File: src/hw/ccfc_pkg.sv
// package: instruction classes, flag layout and constants for cycle and flag control
// assumes an outside decoder that maps every opcode onto one class below
package ccfc_pkg;
   localparam int         PC_W          = 10;
   localparam int         STACK_W       = 16;
   localparam logic [7:0] BIT_ADDR_MAX  = 8'h3f;
   localparam logic [7:0] SP_STEP       = 8'h02;
   localparam logic [7:0] SP_RESET      = 8'h00;
   localparam logic [3:0] MASK_NONE     = 4'h0;
   localparam logic [3:0] MASK_ALL      = 4'hf;
   localparam logic [3:0] MASK_Z        = 4'h8;
   localparam logic [3:0] MASK_C        = 4'h4;

   typedef enum logic [4:0] {
      CL_MOV_NF, CL_MOV_Z, CL_IDXM, CL_TIMER_WORD_LOAD, CL_TIMER_WORD_STORE, CL_XCH,
      CL_PUSHAF, CL_POPAF, CL_ARITH, CL_CLEAR, CL_SHIFT, CL_LOGIC, CL_COMPL,
      CL_BIT_IO, CL_BIT_SET_MEM, CL_BIT_CLR_MEM, CL_CMP_SKIP, CL_TEST_IO, CL_TEST_MEM,
      CL_INCDEC_SKIP, CL_COMPARE, CL_NADD, CL_SWAPC, CL_GOTO, CL_CALL, CL_RET,
      CL_RETI, CL_PCADD, CL_ENGINT, CL_DISGINT, CL_SYSCTL
   } ccfc_class_t;

   typedef struct packed {
      logic z;
      logic c;
      logic ac;
      logic ov;
   } ccfc_flags_t;

   typedef struct packed {
      ccfc_class_t       cls;
      logic              skipCond;
      logic [7:0]        bitAddr;
      ccfc_flags_t       aluFlags;
      logic [7:0]        accIn;
      logic [PC_W-1:0]   pcNext;
      logic [PC_W-1:0]   pcTarget;
   } ccfc_req_t;

   typedef enum {ST_FIRST, ST_SECOND} ccfc_state_t;
endpackage : ccfc_pkg

File: src/hw/ccfc_core.sv
// cycle timing, flag update, bit-range check, stack and interrupt-enable control
// assumes the decoder holds req stable while instValid is high and instReady is low
`timescale 1ns/1ps
module ccfc_core
   import ccfc_pkg::*;
#(
   parameter int STACK_DEPTH = 8
) (
   input  wire logic             clk_sys,
   input  wire logic             reset,
   input  wire logic             instValid,
   input  wire ccfc_req_t        req,
   output      logic             instReady,
   output      logic             instDone,
   output      logic             skipNext,
   output      logic             writeBack,
   output      logic             bitReject,
   output      ccfc_flags_t      flags,
   output      logic             gie,
   output      logic             pcLoad,
   output      logic [PC_W-1:0]  pcOut,
   output      logic             accLoad,
   output      logic [7:0]       accOut,
   output      logic [7:0]       sp
);
   localparam int IDX_W = $clog2(STACK_DEPTH);

   if (STACK_DEPTH < 2 || STACK_DEPTH > 128 || (1 << IDX_W) != STACK_DEPTH) begin : g_bad_depth
      $error("STACK_DEPTH must be a power of two from 2 to 128");
   end

   // which flags a class writes from the alu
   function automatic logic [3:0] flagMask(ccfc_class_t c);
      case (c)
         CL_ARITH, CL_INCDEC_SKIP:         flagMask = MASK_ALL;
         CL_CMP_SKIP:                      flagMask = MASK_ALL;
         CL_COMPARE, CL_NADD:              flagMask = MASK_ALL;
         CL_SHIFT:                         flagMask = MASK_C;
         CL_SWAPC:                         flagMask = MASK_C;
         CL_LOGIC, CL_COMPL, CL_MOV_Z:     flagMask = MASK_Z;
         CL_TEST_IO, CL_TEST_MEM:          flagMask = MASK_NONE;
         default:                          flagMask = MASK_NONE;
      endcase
   endfunction : flagMask

   function automatic logic fixedTwo(ccfc_class_t c);
      fixedTwo = c inside {CL_GOTO, CL_CALL, CL_IDXM, CL_PCADD, CL_RET, CL_RETI};
   endfunction : fixedTwo

   function automatic logic isSkip(ccfc_class_t c);
      isSkip = c inside {CL_CMP_SKIP, CL_TEST_IO, CL_TEST_MEM, CL_INCDEC_SKIP};
   endfunction : isSkip

   function automatic logic isBitMem(ccfc_class_t c);
      isBitMem = c inside {CL_BIT_SET_MEM, CL_BIT_CLR_MEM, CL_TEST_MEM};
   endfunction : isBitMem

   // compares and tests produce no result
   function automatic logic writesResult(ccfc_class_t c);
      writesResult = c inside {CL_MOV_NF, CL_MOV_Z, CL_IDXM, CL_TIMER_WORD_LOAD,
                               CL_TIMER_WORD_STORE, CL_XCH, CL_ARITH, CL_CLEAR, CL_SHIFT,
                               CL_LOGIC, CL_COMPL, CL_BIT_IO, CL_BIT_SET_MEM,
                               CL_BIT_CLR_MEM, CL_INCDEC_SKIP, CL_NADD, CL_SWAPC};
   endfunction : writesResult

   function automatic logic [IDX_W-1:0] slot(logic [7:0] a);
      slot = a[IDX_W:1];
   endfunction : slot

   function automatic ccfc_flags_t mergeFlags(ccfc_flags_t old, ccfc_flags_t alu,
                                              logic [3:0] m);
      mergeFlags = ccfc_flags_t'((old & ~m) | (alu & m));
   endfunction : mergeFlags

   ccfc_state_t        state;
   logic [STACK_W-1:0] stackMem [STACK_DEPTH];
   logic               accept;
   logic               bitOk;
   logic               takeSkip;
   logic               twoCycle;
   logic [7:0]         spDown;

   assign accept   = instValid && instReady;
   assign bitOk    = !isBitMem(req.cls) || (req.bitAddr <= BIT_ADDR_MAX);
   assign takeSkip = isSkip(req.cls) && req.skipCond && bitOk;
   assign twoCycle = fixedTwo(req.cls) || takeSkip;
   assign spDown   = sp - SP_STEP;

   // instruction timing
   always_ff @(posedge clk_sys) begin
      if (reset) begin
         state     <= ST_FIRST;
         instReady <= 1'b1;
         instDone  <= 1'b0;
      end else begin
         case (state)
            ST_FIRST: begin
               instDone <= accept && !twoCycle;
               if (accept && twoCycle) begin
                  state     <= ST_SECOND;
                  instReady <= 1'b0;
               end
            end
            ST_SECOND: begin
               state     <= ST_FIRST;
               instReady <= 1'b1;
               instDone  <= 1'b1;
            end
            default: begin
               state     <= ST_FIRST;
               instReady <= 1'b1;
               instDone  <= 1'b0;
            end
         endcase
      end
   end

   // per-instruction side pulses
   always_ff @(posedge clk_sys) begin
      if (reset) begin
         skipNext  <= 1'b0;
         writeBack <= 1'b0;
         bitReject <= 1'b0;
      end else begin
         skipNext  <= accept && takeSkip;
         writeBack <= accept && bitOk && writesResult(req.cls);
         bitReject <= accept && !bitOk;
      end
   end

   // flag register
   always_ff @(posedge clk_sys) begin
      if (reset) begin
         flags <= ccfc_flags_t'(MASK_NONE);
      end else if (accept) begin
         if (req.cls == CL_POPAF) begin
            flags <= ccfc_flags_t'(stackMem[slot(spDown)][11:8]);
         end else begin
            flags <= mergeFlags(flags, req.aluFlags, flagMask(req.cls));
         end
      end
   end

   // global interrupt enable
   always_ff @(posedge clk_sys) begin
      if (reset) begin
         gie <= 1'b0;
      end else if (accept) begin
         if (req.cls == CL_ENGINT || req.cls == CL_RETI) begin
            gie <= 1'b1;
         end else if (req.cls == CL_DISGINT) begin
            gie <= 1'b0;
         end
      end
   end

   // stack pointer and stack words
   always_ff @(posedge clk_sys) begin
      if (reset) begin
         sp <= SP_RESET;
      end else if (accept) begin
         case (req.cls)
            CL_CALL: begin
               stackMem[slot(sp)] <= STACK_W'(req.pcNext);
               sp                 <= sp + SP_STEP;
            end
            CL_PUSHAF: begin
               stackMem[slot(sp)] <= STACK_W'({flags, req.accIn});
               sp                 <= sp + SP_STEP;
            end
            CL_RET, CL_RETI, CL_POPAF: begin
               sp <= spDown;
            end
            default: begin
               sp <= sp;
            end
         endcase
      end
   end

   // program counter and accumulator loads
   always_ff @(posedge clk_sys) begin
      if (reset) begin
         pcLoad  <= 1'b0;
         pcOut   <= '0;
         accLoad <= 1'b0;
         accOut  <= 8'h00;
      end else begin
         pcLoad  <= accept && (req.cls inside {CL_GOTO, CL_CALL, CL_PCADD, CL_RET, CL_RETI});
         accLoad <= accept && (req.cls == CL_POPAF);
         if (accept) begin
            case (req.cls)
               CL_GOTO, CL_CALL, CL_PCADD: pcOut  <= req.pcTarget;
               CL_RET, CL_RETI:            pcOut  <= stackMem[slot(spDown)][PC_W-1:0];
               CL_POPAF:                   accOut <= stackMem[slot(spDown)][7:0];
               default:                    pcOut  <= pcOut;
            endcase
         end
      end
   end

   AST_FIXED_TWO_CYCLE: assert property (@(posedge clk_sys) disable iff (reset)
      accept && fixedTwo(req.cls) |=> !instReady && !instDone ##1 instDone && instReady)
      else $error("two-cycle instruction did not take two cycles");

   AST_SKIP_TAKEN: assert property (@(posedge clk_sys) disable iff (reset)
      accept && takeSkip |=> skipNext && !instDone ##1 instDone)
      else $error("taken skip not two cycles with skip");

   AST_SKIP_NOT_TAKEN: assert property (@(posedge clk_sys) disable iff (reset)
      accept && isSkip(req.cls) && !takeSkip |=> instDone && !skipNext && instReady)
      else $error("untaken skip not one cycle");

   AST_OTHERS_ONE_CYCLE: assert property (@(posedge clk_sys) disable iff (reset)
      accept && !fixedTwo(req.cls) && !isSkip(req.cls) |=> instDone && instReady)
      else $error("plain instruction not one cycle");

   AST_FLAGS_KEPT: assert property (@(posedge clk_sys) disable iff (reset)
      accept && flagMask(req.cls) == MASK_NONE && req.cls != CL_POPAF |=> $stable(flags))
      else $error("flags changed on flag-neutral instruction");

   AST_FLAGS_ALL: assert property (@(posedge clk_sys) disable iff (reset)
      accept && flagMask(req.cls) == MASK_ALL |=> flags == $past(req.aluFlags))
      else $error("full flag update missing");

   AST_CARRY_ONLY: assert property (@(posedge clk_sys) disable iff (reset)
      accept && req.cls inside {CL_SHIFT, CL_SWAPC} |=> flags.c == $past(req.aluFlags.c)
         && flags.z == $past(flags.z) && flags.ac == $past(flags.ac)
         && flags.ov == $past(flags.ov))
      else $error("carry-only update wrong");

   AST_ZERO_ONLY: assert property (@(posedge clk_sys) disable iff (reset)
      accept && req.cls inside {CL_LOGIC, CL_COMPL} |=> flags.z == $past(req.aluFlags.z)
         && flags.c == $past(flags.c) && flags.ac == $past(flags.ac)
         && flags.ov == $past(flags.ov))
      else $error("zero-only update wrong");

   AST_BIT_RANGE: assert property (@(posedge clk_sys) disable iff (reset)
      accept && isBitMem(req.cls) && req.bitAddr > BIT_ADDR_MAX
         |=> bitReject && !writeBack && !skipNext && instDone)
      else $error("out-of-range bit access not rejected");

   AST_SAVE_RESTORE: assert property (@(posedge clk_sys) disable iff (reset)
      (accept && req.cls == CL_PUSHAF) ##1 (accept && req.cls == CL_POPAF)
         |=> accLoad && accOut == $past(req.accIn, 2) && flags == $past(flags, 2))
      else $error("restore did not return saved accumulator and flags");

   AST_RETI_GIE: assert property (@(posedge clk_sys) disable iff (reset)
      accept && req.cls == CL_RETI |=> gie && pcLoad)
      else $error("interrupt return left global enable clear");

   AST_CALL_RET_SP: assert property (@(posedge clk_sys) disable iff (reset)
      (accept && req.cls == CL_CALL) ##2 (accept && req.cls == CL_RET)
         |=> sp == $past(sp, 3) && pcOut == $past(req.pcNext, 3))
      else $error("call and return did not pair on stack");

   AST_COMPARE_NO_WB: assert property (@(posedge clk_sys) disable iff (reset)
      accept && req.cls inside {CL_COMPARE, CL_CMP_SKIP} |=> !writeBack)
      else $error("compare wrote a result back");
endmodule : ccfc_core

File: config.mk
export PLATFORM = sky130hd
export DESIGN_NAME = ccfc_core
export DESIGN_NICKNAME = d
export VERILOG_FILES = /design/src/hw/ccfc_pkg.sv /design/src/hw/ccfc_core.sv
export SDC_FILE = /design/constraint.sdc
export NUM_CORES = 1
export LEC_CHECK = 0
export BUFFER_PORTS_ARGS = -buffer_cell sky130_fd_sc_hd__clkbuf_2
export CORE_UTILIZATION = 35
export CTS_BUF_LIST = sky130_fd_sc_hd__clkbuf_8
export CTS_CLUSTER_SIZE = 20
export DETAILED_ROUTE_END_ITERATION = 6
export SYNTH_ARGS = -nofsm -noshare
export SYNTH_HDL_FRONTEND = slang
export SYNTH_SLANG_ARGS = --single-unit
File: constraint.sdc
create_clock -name clk_sys -period 3.9 [get_ports clk_sys]
set_input_delay 0.585 -clock clk_sys [delete_from_list [all_inputs] [get_ports clk_sys]]
set_output_delay 0.585 -clock clk_sys [all_outputs]
set_load 0.02 [all_outputs]
# After elaboration in Yosys (flattened, before gate mapping)
# Memory sizes are Yosys's and may differ from the RTL's.
# Cells that the tools add are included.
dict set report op_classes {
  magnitude_cmp 1
  n_eq_ne 28
  reduce_logical 36
  addsub 2
  n_mux 18
  bitwise 6
}
# cell n
set op_table {}
lappend op_table {{$eq A5 B5 Y1 const B} 13}
lappend op_table {{$eq A5 B4 Y1 const B} 8}
lappend op_table {{$logic_not A32 Y1} 1}
lappend op_table {{$eq A5 B3 Y1 const B} 4}
lappend op_table {{$pmux W10 S2} 1}
lappend op_table {{$reduce_bool A17 Y1} 1}
lappend op_table {{$mux W4} 4}
lappend op_table {{$pmux W8 S2} 1}
lappend op_table {{$mux W12} 1}
lappend op_table {{$logic_and A1 B1 Y1} 11}
lappend op_table {{$eq A5 B2 Y1 const B} 2}
lappend op_table {{$mux W1} 10}
lappend op_table {{$add A8 B2 Y8 const B} 1}
lappend op_table {{$and A4 B4 Y4} 2}
lappend op_table {{$le A8 B6 Y1 const B} 1}
lappend op_table {{$reduce_and A2 Y1} 4}
lappend op_table {{$sub A8 B2 Y8 const B} 1}
lappend op_table {{$reduce_bool A2 Y1} 3}
lappend op_table {{$reduce_bool A6 Y1} 1}
lappend op_table {{$reduce_or A2 Y1} 3}
lappend op_table {{$reduce_or A3 Y1} 2}
lappend op_table {{$eq A5 B1 Y1 const B} 1}
lappend op_table {{$logic_not A5 Y1} 1}
lappend op_table {{$reduce_bool A5 Y1} 1}
lappend op_table {{other kinds (9)} 13}
dict set report word_totals {
  ramBits 96
  elab_cells 109
  out_inout_bits 38
  regBits 39
  n_memories 2
  mem_bits_ro 128
}
# memory depth width rd rd_clocked_by_memory_dff wr line
set mem_list {}
lappend mem_list {{(no name shown)} 32 4 1 0 0 ccfc_core.sv:34} ;# case (c)
lappend mem_list {stackMem 8 12 1 0 1 ccfc_core.sv:76} ;# logic [STACK_W-1:0] stackMem [STACK_DEPTH];

# Logic depth before layout (Yosys ltp)
# Gate-level depths: netlist of run 1.
dict set report depth {
  ltp_word 9
  mapped_depth 9
  mapped_depth_nobuf 6
}

# Worst setup path after synthesis of run 1
# OpenSTA, ideal clock, no wires.
dict set report synth_timing {
  path_type {input to register}
  start {in req[41] (netlist name)}
  end {mem stackMem[0][0] (netlist name) (enable)}
  arrival_time_ps 2659
  required_time_ps 3504
  path_slack_ps 845
  path_stages 7
  setup_ps 396
  path_buffers 1
  cell_sequence {inv_1 ha_1 clkbuf_1 and4bb_2 nor2_1 or3_1 nor3_1}
}
dict set report synth_between {
  elab_chain_len 6
  elab_cells_between_ends 11
}
# item line
set synth_rtl {}
lappend synth_rtl {{start: declaration} ccfc_core.sv:12} ;# input wire ccfc_req_t req,
lappend synth_rtl {{$eq A5 B5 Y1 / $eq A5 B3 Y1 (equally long branches)} ccfc_core.sv:162} ;# case (req.cls)
lappend synth_rtl {{$mux W1} ccfc_core.sv:162}
lappend synth_rtl {{$mux W1} ccfc_core.sv:161} ;# end else if (accept) begin
lappend synth_rtl {{$mux W1} ccfc_core.sv:159} ;# if (reset) begin
lappend synth_rtl {{$mux W1, on equally long branches} {ccfc_core.sv:164, ccfc_core.sv:168}}
lappend synth_rtl {{$or A1 B1 Y1 (no source line) *} n/a}
lappend synth_rtl {{end: declaration} ccfc_core.sv:76}
# Mark *: on every way between the ends. The rest lies on a longest branch, timed or not.

# Worst setup path after layout of run 1
dict set report layout_timing {
  start {reg sp[2]}
  end {reg pcOut[9]}
}
dict set report layout_between {
  elab_chain_len 3
}
# item line
set layout_rtl {}
lappend layout_rtl {{start: declaration} ccfc_core.sv:24} ;# output logic [7:0] sp
lappend layout_rtl {{start signal: assignment} ccfc_core.sv:165} ;# sp <= sp + SP_STEP;
lappend layout_rtl {{start signal: assignment} ccfc_core.sv:169} ;# sp <= sp + SP_STEP;
lappend layout_rtl {{start signal: assignment} ccfc_core.sv:172} ;# sp <= spDown;
lappend layout_rtl {{$sub A8 B2 Y8} ccfc_core.sv:87} ;# assign spDown = sp - SP_STEP;
lappend layout_rtl {{$mem_v2 Z8 W12} n/a}
lappend layout_rtl {{$pmux W10 S2} ccfc_core.sv:192} ;# case (req.cls)
lappend layout_rtl {{end signal: assignment} ccfc_core.sv:193} ;# CL_GOTO, CL_CALL, CL_PCADD: pcOut <= req.pcTarget;
lappend layout_rtl {{end signal: assignment} ccfc_core.sv:194} ;# CL_RET, CL_RETI: pcOut <= stackMem[slot(spDown)][PC_W-1:0];
lappend layout_rtl {{end signal: assignment} ccfc_core.sv:196} ;# default: pcOut <= pcOut;
lappend layout_rtl {{end: declaration} ccfc_core.sv:21} ;# output logic [PC_W-1:0] pcOut,
# No other way between the ends.
# A chain may end at the register's enable or synchronous reset.

==> results of run 1 <==
==> state kept, by name (all words and copies together), names as in the netlist, 7 cells and up, named ones only <==
signal and flops:
stackMem 96, pcOut 10, accOut 8, sp 7
==> critical path: stages, from the launching register on <==
cell and delay [ns]:
dfxtp_1 0.58, inv_1 0.11, ha_1 0.92, buf_4 0.30
mux4_2 0.30, mux2_2 0.31, mux2i_1 0.14, a22oi_1 0.08
==> per-layer routing <==
| metal | vias to the layer above | share of wire [%] | track usage (%) |
|---|---|---|---|
| met1 | 2091 | 45 | 21.12 |
| met3 | 16 | 5.8 | 3.878 |
| met4 | 0 | 1.3 | 5.680 |
| met5 | - | 0 | 0 |
| met2 | 161 | 48 | 27.92 |
| li1 | 1946 | - | - |
==> logic make-up after synthesis <==
group,count (synthesis)
flip-flops,134
AND/OR/NAND/NOR,132
AO/OA/AOI/OAI,72
multiplexers,58
buffers and inverters,48
adder cells (fa/ha/maj),7
XOR/XNOR,2
other,1
==> final cells by class <==
class / instances / share of cell area, %
sequential: 134 / 50.10
multi-input combinational: 272 / 32.71
timing repair buffer: 94 / 6.983
tap: 225 / 3.870
clock buffer: 19 / 3.595
clock inverter: 13 / 1.806
inverter: 18 / 0.9288
==> worst min-delay path by stage <==
stage / endpoint / slack [ns] / start / depth (start not counted)
2_1_floorplan: instDone / 0.47 / state[0] / 2
3_3_place_gp: gie / 0.46 / gie / 2
3_5_place_dp: gie / 0.49 / gie / 2
4_1_cts: instReady / 0.39 / instValid / 2
5_1_grt: instReady / 0.39 / instValid / 2
6_report: instReady / 0.40 / instValid / 2
==> report_power, final <==
group          switching (mW)  internal, mW
sequential             0.0146          1.53
clock                   0.530         0.598
combinational           0.172         0.119
==> placed cells by master (no fill, tap or decap), types with 3 or more instances in the layout <==
| cell | netlist | routed |
|---|---|---|
| o311ai_1 | 6 | 6 |
| nor2b_1 | 12 | 12 |
| clkinv_4 | 0 | 3 |
| a211oi_1 | 6 | 6 |
| nor4_1 | 3 | 3 |
| buf_4 | 3 | 15 |
| mux2_1 | 14 | 14 |
| edfxtp_1 | 96 | 96 |
| nand2_1 | 9 | 9 |
| a21oi_1 | 5 | 5 |
| a31oi_1 | 4 | 4 |
| clkinv_2 | 0 | 3 |
| nand2b_1 | 12 | 12 |
| and3_1 | 4 | 4 |
| mux4_1 | 7 | 7 |
| dfxtp_1 | 38 | 37 |
| inv_1 | 17 | 19 |
| a22oi_1 | 8 | 8 |
| o221ai_1 | 3 | 3 |
| nor3_1 | 15 | 15 |
| o21ai_0 | 3 | 3 |
| mux2i_1 | 8 | 8 |
| mux4_2 | 17 | 17 |
| clkbuf_8 | 0 | 19 |
| nor2_1 | 44 | 44 |
| ha_1 | 7 | 7 |
| mux2_4 | 4 | 4 |
| o211ai_1 | 3 | 3 |
| or3_1 | 4 | 4 |
| clkbuf_2 | 0 | 79 |
| mux2_2 | 8 | 8 |
| nand3_1 | 5 | 5 |
| o2111ai_1 | 12 | 12 |
==> through the flow <==
stage / power, mW / std cells / util (%)
global route: 3.083 / 775 / 41.77
global placement: 1.867 / 743 / 39.51
finish: 2.968 / 775 / 41.77
detailed placement: 1.871 / 743 / 39.51
floorplan: 1.779 / 454 / -
CTS: 2.986 / 775 / 41.77
==> flow_summary.json, run 1 <==
{
  "run_status": "completed",
  "cts_sinks": 134,
  "synth_compound_area_share_pct": 9.263,
  "startpoint": "sp[2]",
  "synth_top_area_cell": "edfxtp_1",
  "cts_hold_buf": 0,
  "r2r_setup_slack_ns": 1.00,
  "post_synth_inst_count": 454,
  "crit_arrival_ns": 3.19,
  "gr-total-overflow": 0,
  "critPathMaxFanout": 22,
  "crit_end": "pcOut[9]",
  "synth_area_leaders": "edfxtp_1 46%, dfxtp_1 12%, mux4_2 6.1%, mux4_1 2.9%, nor2_1 2.6%",
  "tns_ns": 0,
  "syn_avg_cell_area_sq_um": 13.80,
  "multi_input_area_sq_mm": 0.002380,
  "fmax_ghz": 0.3451,
  "die_x_um": 135.8,
  "final_area_sq_mm": 0.007274,
  "synth_top_family_by_area": "multiplexers",
  "syn-num-nets": 510,
  "dieArea_sq_mm": 0.01845,
  "ys_seq_elements": 134,
  "yosysMostFrequentCell": "edfxtp_1",
  "grt_pass1_vias": 4106,
  "track_usage_pct": 16.68,
  "clk_pin_slew_worst_paths_ns": 0.08,
  "synth_common_cells": "96 x edfxtp_1, 44 x nor2_1, 38 x dfxtp_1, 17 x inv_1, 17 x mux4_2",
  "synth.cell_area_sq_mm": 0.006267,
  "drv_cap": 0,
  "filler_cell_count": 1651,
  "tritoncts": "done",
  "root_buffer": "clkbuf_8",
  "synth-xor-area-share_pct": 0.2795,
  "synthDistinctLibCells": 70,
  "tightestPinTransition_ns": 0.9436,
  "numCtsBuffers": 17,
  "area_growth_pct": 16.07,
  "core_area_sq_mm": 0.01742,
  "critical_path_required_ns": 4.19,
  "gp_congestion": 0.9247,
  "vias_per_cell": 5.437,
  "first_iter_violations": 330,
  "critical_path_class": "register to register",
  "final_net_count": 593,
  "seqCellArea_sq_mm": 0.003645,
  "skew_ns": 0.01862,
  "antenna_left": 0,
  "synth_top_area_share_pct": 46.00,
  "r2r-end": "pcOut[9]",
  "r2r-start": "sp[2]",
  "pre_cts_slack_ns": 0.8618,
  "io_buffers": 79,
  "vdd_drop_max_mv": 0.2197,
  "reg2reg_depth": 7,
  "rows": 48,
  "post-route-drc-count": 0,
  "wl_per_cell_um": 18.89,
  "grt_pass1_wl_um": 22650,
  "layout-drive-gt1-share_pct": 30.00,
  "fin_crit_sh_pct": 74.31,
  "critPathCaptureType": "register",
  "yosysSeqAreaShare_pct": 58.14,
  "routed_wl_um": 14640,
  "ioPinCount": 87,
  "setup_viol": 0,
  "yosys_warnings": 0,
  "synth-main-ff-cell": "edfxtp_1",
  "cts_max_path_buffers": 2,
  "diodes": 0,
  "cts_max_level": 4,
  "layout_setup_ws_ns": 1.002,
  "start_util_pct": 35.98,
  "p_leak_nw": 2.570,
  "dieHeight_um": 135.8,
  "first_pass_iters": 4,
  "rsz0062_at_grt": "no",
  "synthMuxAreaShare_pct": 15.23,
  "postCtsSetupBuffers": 0,
  "timing.hold.worst.class": "input pin to register",
  "synthSimpleGateAreaFrac_pct": 11.74,
  "cellPowerDensity_mw_per_mm2": 407.9,
  "synthArstFlopShare_pct": 0,
  "cts_resized": 0,
  "critPathLaunchType": "register",
  "place_area_sq_mm": 0.006882,
  "fin_crit_ns": 2.898,
  "hold_viol_final": 0,
  "synth_edf_count": 96,
  "insertion_delay_ns": 0.45,
  "grt_antenna_before_repair": 0,
  "grt_start_max_net_pins": 37,
  "dpl.hpwl_um": 9796,
  "vias": 4214,
  "yosys.area_share.adder_pct": 1.397,
  "holdWs_ns": 0.4017,
  "maxSlewViolCount": 0,
  "slew_headroom_pct": 37.10
}
No activity file was read; power rests on OpenSTA's default activity.
==> run 2: changes to the inputs <==
clock period = 2.78 ns   (was 3.9 ns; I/O delays follow)
==> run 2 against run 1 <==
Net effect: wire length is 3.8% higher; setup slack worse by 0.61 ns; register-to-register slack worse by 0.61 ns; critical path depth stayed put; die area stayed put; utilization is 0.70 points higher; sequential share of layout area is 0.83 points lower; flip-flop and latch count stayed put; worst hold slack worse by 0.17 ns; critical path type unchanged; largest power group unchanged; highest routed layer unchanged.
==> flow_summary.json, run 2 (same netlist as run 1, synthesis figures left out) <==
{
  "postCtsSetupBuffers": 0,
  "tns_ns": 0,
  "dpl.hpwl_um": 10240,
  "max_flop_register": "stackMem",
  "tritoncts": "done",
  "grt_pass1_wl_um": 23850,
  "maxSlewViolCount": 0,
  "reg2reg_depth": 7,
  "core_area_sq_mm": 0.01742,
  "root_buffer": "clkbuf_8",
  "r2r_setup_slack_ns": 0.40,
  "run_status": "completed",
  "die_x_um": 135.8,
  "cts_resized": 0,
  "cts_sinks": 134,
  "routed_wl_um": 15190,
  "cp_slowest_stage_delay_ns": 0.68,
  "tightestPinTransition_ns": 0.6789,
  "drv_cap": 0,
  "vias_per_cell": 5.430,
  "vias": 4290,
  "timing.hold.worst.class": "input pin to register",
  "r2r-start": "sp[1]",
  "holdWs_ns": 0.2304,
  "dieHeight_um": 135.8,
  "track_usage_pct": 17.74,
  "area_growth_pct": 18.03,
  "critical_path_required_ns": 3.11,
  "p_leak_nw": 2.618,
  "layout_setup_ws_ns": 0.3964,
  "layout-drive-gt1-share_pct": 31.33,
  "antenna_left": 0,
  "gp_congestion": 0.8536,
  "critPathLaunchType": "register",
  "diodes": 0,
  "skew_ns": 0.01209,
  "setup_viol": 0,
  "critPathCaptureType": "register",
  "worstHoldStart": "instValid",
  "fin_crit_sh_pct": 85.74,
  "post-route-drc-count": 0,
  "clk_pin_slew_worst_paths_ns": 0.08,
  "crit_chain": "inv_1, ha_1, buf_4, mux4_2, nor2b_1, a211oi_1, nor4_1",
  "crit_arrival_ns": 2.72,
  "first_pass_iters": 5,
  "critical_path_class": "register to register",
  "grt_start_max_net_pins": 31,
  "hold_depth": 2,
  "cts_hold_buf": 0,
  "rsz0062_at_grt": "no",
  "hold_viol_final": 0,
  "fin_crit_ns": 2.384,
  "rows": 48,
  "cts_max_path_buffers": 2,
  "insertion_delay_ns": 0.46,
  "final_net_count": 608,
  "fmax_ghz": 0.4195,
  "first_iter_violations": 333,
  "slew_headroom_pct": 54.62,
  "io_buffers": 79,
  "grt_pass1_vias": 4291,
  "layout_common_cells": "96 x edfxtp_1, 79 x clkbuf_2, 44 x nor2_1, 37 x dfxtp_1, 24 x buf_4",
  "slowest_stage": "ha_1",
  "vdd_drop_max_mv": 0.3147,
  "numCtsBuffers": 17,
  "layout.cells.most_common": "edfxtp_1",
  "utilization_pct": 42.47,
  "dieArea_sq_mm": 0.01845,
  "wl_per_cell_um": 19.23,
  "grt_antenna_before_repair": 0,
  "hold_end": "instReady",
  "cellPowerDensity_mw_per_mm2": 536.2,
  "cts_max_level": 4,
  "total_power_mw": 3.966,
  "reg.largest.list": "stackMem (96), pcOut (10), accOut (8)",
  "largest_register_ff_count": 96,
  "pre_cts_slack_ns": 0.3973,
  "ioPinCount": 87,
  "start_util_pct": 35.98,
  "gr-total-overflow": 0,
  "critPathMaxFanout": 13
}
[run 2: cell types whose count changed in the layout (fill, tap and decap cells not counted), sizes merged]
cell	change
clkbuf	-2
buf	+15
inv	+1
clkinvlp	+3
bufinv	-2
[run 2: how the worst max path moves through the flow]
stage,slack [ns],start,end
after floorplan,0.21,req[41],stackMem[2][0]
after global placement,0.42,req[42],sp[7]
after detailed placement,0.40,sp[1],register
after CTS,0.40,sp[1],register
after global routing,0.26,sp[1],register
final,0.40,sp[1],register
[run 2: final cells by class]
type / instances / area [sq um]
fillers: 1631 / 10020
flip-flops and latches: 134 / 3645
multi-input cells: 272 / 2385
repair buffers: 109 / 695.7
well taps: 225 / 281.5
clock buffers: 17 / 234.0
clock inverters: 15 / 88.84
inverters: 18 / 67.56
[run 2: critical path: cells and delay by family (launching register included)]
kind	cells	cell delay, ns
adders and majority gates	1	0.68
AOI/OAI and AO/OA	1	0.38
buffers and inverters	2	0.37
DFF	1	0.32
muxes	1	0.30
and+or+nand+nor	2	0.22
[run 2: stage by stage]
step / area, sq um / cells
2_1_floorplan: 6272 / 454
3_3_place_gp: 7074 / 758
3_5_place_dp: 7074 / 758
4_1_cts: 7397 / 790
5_1_grt: 7397 / 790
6_report: 7397 / 790
[run 2: power breakdown]
part / switching [mW] / internal (mW) / total [mW]
Combinational: 0.249 / 0.177 / 0.426
Clock: 0.771 / 0.598 / 1.37
Sequential: 0.0181 / 2.15 / 2.17
Total: 1.04 / 2.93 / 3.97
[run 2: routing by layer]
metal	share of wire, %	wire [um]	global-route usage (%)
met2	47	7211	28.26
met4	1.6	243	6.367
met1	44	6692	22.97
met3	6.9	1041	4.996
met5	0	0	0
==> run 3: changes to the inputs <==
==> constraint.sdc (replaced) <==
create_clock -name clk_sys -period 2.78 [get_ports clk_sys]
set_input_delay 0.278 -clock clk_sys [delete_from_list [all_inputs] [get_ports clk_sys]]
set_output_delay 0.278 -clock clk_sys [all_outputs]
set_load 0.02 [all_outputs]
==> run 3 against run 2 <==
Net effect: clock power up 4%; setup slack better by 0.097 ns; register-to-register slack better by 0.097 ns; worst hold slack worse by 0.13 ns; utilization down 0.50 points; largest cell class unchanged.
==> flow_summary.json, run 3 (same netlist as run 1, synthesis figures left out) <==
{
  "run_status": "completed",
  "numCtsBuffers": 17,
  "holdWs_ns": 0.1004,
  "place_area_sq_mm": 0.006962,
  "fmax_ghz": 0.4374,
  "vias_per_cell": 5.367,
  "r2r_setup_slack_ns": 0.49,
  "dieHeight_um": 135.8,
  "final_area_sq_mm": 0.007310,
  "critPathMaxFanout": 11,
  "layout_common_cells": "96 x edfxtp_1, 79 x clkbuf_2, 44 x nor2_1, 37 x dfxtp_1, 23 x buf_4",
  "setup_viol": 0,
  "cts_max_path_buffers": 2,
  "grt_pass1_wl_um": 22970,
  "insertion_delay_ns": 0.43,
  "cts_resized": 0,
  "max_flop_register": "stackMem",
  "layout-drive-gt1-share_pct": 30.77,
  "critPathCaptureType": "register",
  "fin_crit_ns": 2.286,
  "grt_use_met2_pct": 28.03,
  "cp_slowest_stage_delay_ns": 0.58,
  "cts_max_level": 4,
  "grt_pass1_vias": 4249,
  "crit_family": "multiplexers",
  "routed_wl_um": 14750,
  "ioPinCount": 87,
  "gr-total-overflow": 0,
  "layout.cells.most_common": "edfxtp_1",
  "reg.largest.list": "stackMem (96), pcOut (10), accOut (8)",
  "fin_crit_sh_pct": 82.24,
  "vias": 4208,
  "cts_hold_buf": 0,
  "start_util_pct": 35.98,
  "grt_antenna_before_repair": 0,
  "final_cells": 784,
  "io_buffers": 79,
  "postCtsSetupBuffers": 0,
  "hold_viol_final": 0,
  "largest_register_ff_count": 96,
  "slowest_stage": "ha_1",
  "die_x_um": 135.8,
  "dp.cells": 752,
  "crit_chain": "inv_1, ha_1, buf_4, mux4_2, mux2_2, mux2i_1, a22oi_1",
  "cp_num_buf_inv": 2,
  "crit_arrival_ns": 2.58,
  "first_iter_violations": 297,
  "critPathLaunchType": "register",
  "area_growth_pct": 16.63,
  "timing.hold.worst.class": "input pin to register",
  "final_net_count": 602,
  "diodes": 0,
  "tightestPinTransition_ns": 0.6684,
  "critical_path_class": "register to register",
  "post-route-drc-count": 0,
  "clk_pin_slew_worst_paths_ns": 0.08,
  "top_usage_layer": "met2",
  "rsz0062_at_grt": "no",
  "critical_path_required_ns": 3.07,
  "core_area_sq_mm": 0.01742,
  "startpoint": "sp[1]",
  "tritoncts": "done",
  "gr-usage-met1_pct": 22.09,
  "dieArea_sq_mm": 0.01845,
  "utilization_pct": 41.97,
  "rows": 48,
  "drv_cap": 0,
  "slew_headroom_pct": 55.33,
  "skew_ns": 0.01011,
  "root_buffer": "clkbuf_8",
  "tns_ns": 0,
  "vdd_drop_max_mv": 0.3416,
  "wl_per_cell_um": 18.81,
  "dpl.hpwl_um": 10140,
  "gp_congestion": 0.8870,
  "cellPowerDensity_mw_per_mm2": 550.2,
  "first_pass_iters": 4,
  "antenna_left": 0,
  "filler_cell_count": 1664,
  "maxSlewViolCount": 0,
  "use_met3_pct": 4.139,
  "track_usage_pct": 17.01,
  "worstHoldStart": "instValid",
  "cts_sinks": 134,
  "grt_start_max_net_pins": 37,
  "p_leak_nw": 2.590,
  "r2r-start": "sp[1]"
}
-- run 3: final cells by class --
class,instances,area [sq um],share of cell area (%)
repair buffers,103,588.1,8.045
clock inverters,15,113.9,1.558
well taps,225,281.5,3.851
multi-input cells,272,2380,32.56
flip-flops and latches,134,3645,49.86
clock buffers,17,234.0,3.201
inverters,18,67.56,0.9243
-- run 3: per-layer routing --
layer	up-vias	share of wire, %
met1	2098	45
li1	1964	-
met5	-	0
met3	16	5.5
met4	0	0.72
met2	130	49
-- run 3: worst paths after layout --
| check | to | depth (start not counted) |
|---|---|---|
| worst max register to register | pcOut[2] | 7 |
| worst min register to register | gie | 2 |
| worst max-delay path | pcOut[2] | 7 |
| worst min-delay path | instReady | 2 |
-- run 3: worst reg2reg max path, delay by kind of cell, from the launching register on --
family          cells  cell delay [ns]
compound gates      1             0.08
buf+inv             2             0.36
mux                 3             0.79
flops               1             0.33
fa+ha+maj           1             0.58
-- run 3: power by group --
group / internal [mW] / total, mW / switching (mW)
sequential: 2.15 / 2.17 / 0.0186
combinational: 0.174 / 0.420 / 0.246
clock: 0.691 / 1.43 / 0.739
total: 3.02 / 4.02 / 1.00
-- run 3: stage by stage --
step | setup slack (ns) | power [mW]
after floorplan | 0.03168 | 2.495
after global placement | 0.4407 | 2.627
after detailed placement | 0.4065 | 2.636
after CTS | 0.4669 | 4.056
after global routing | 0.3610 | 4.182
final | 0.4938 | 4.022
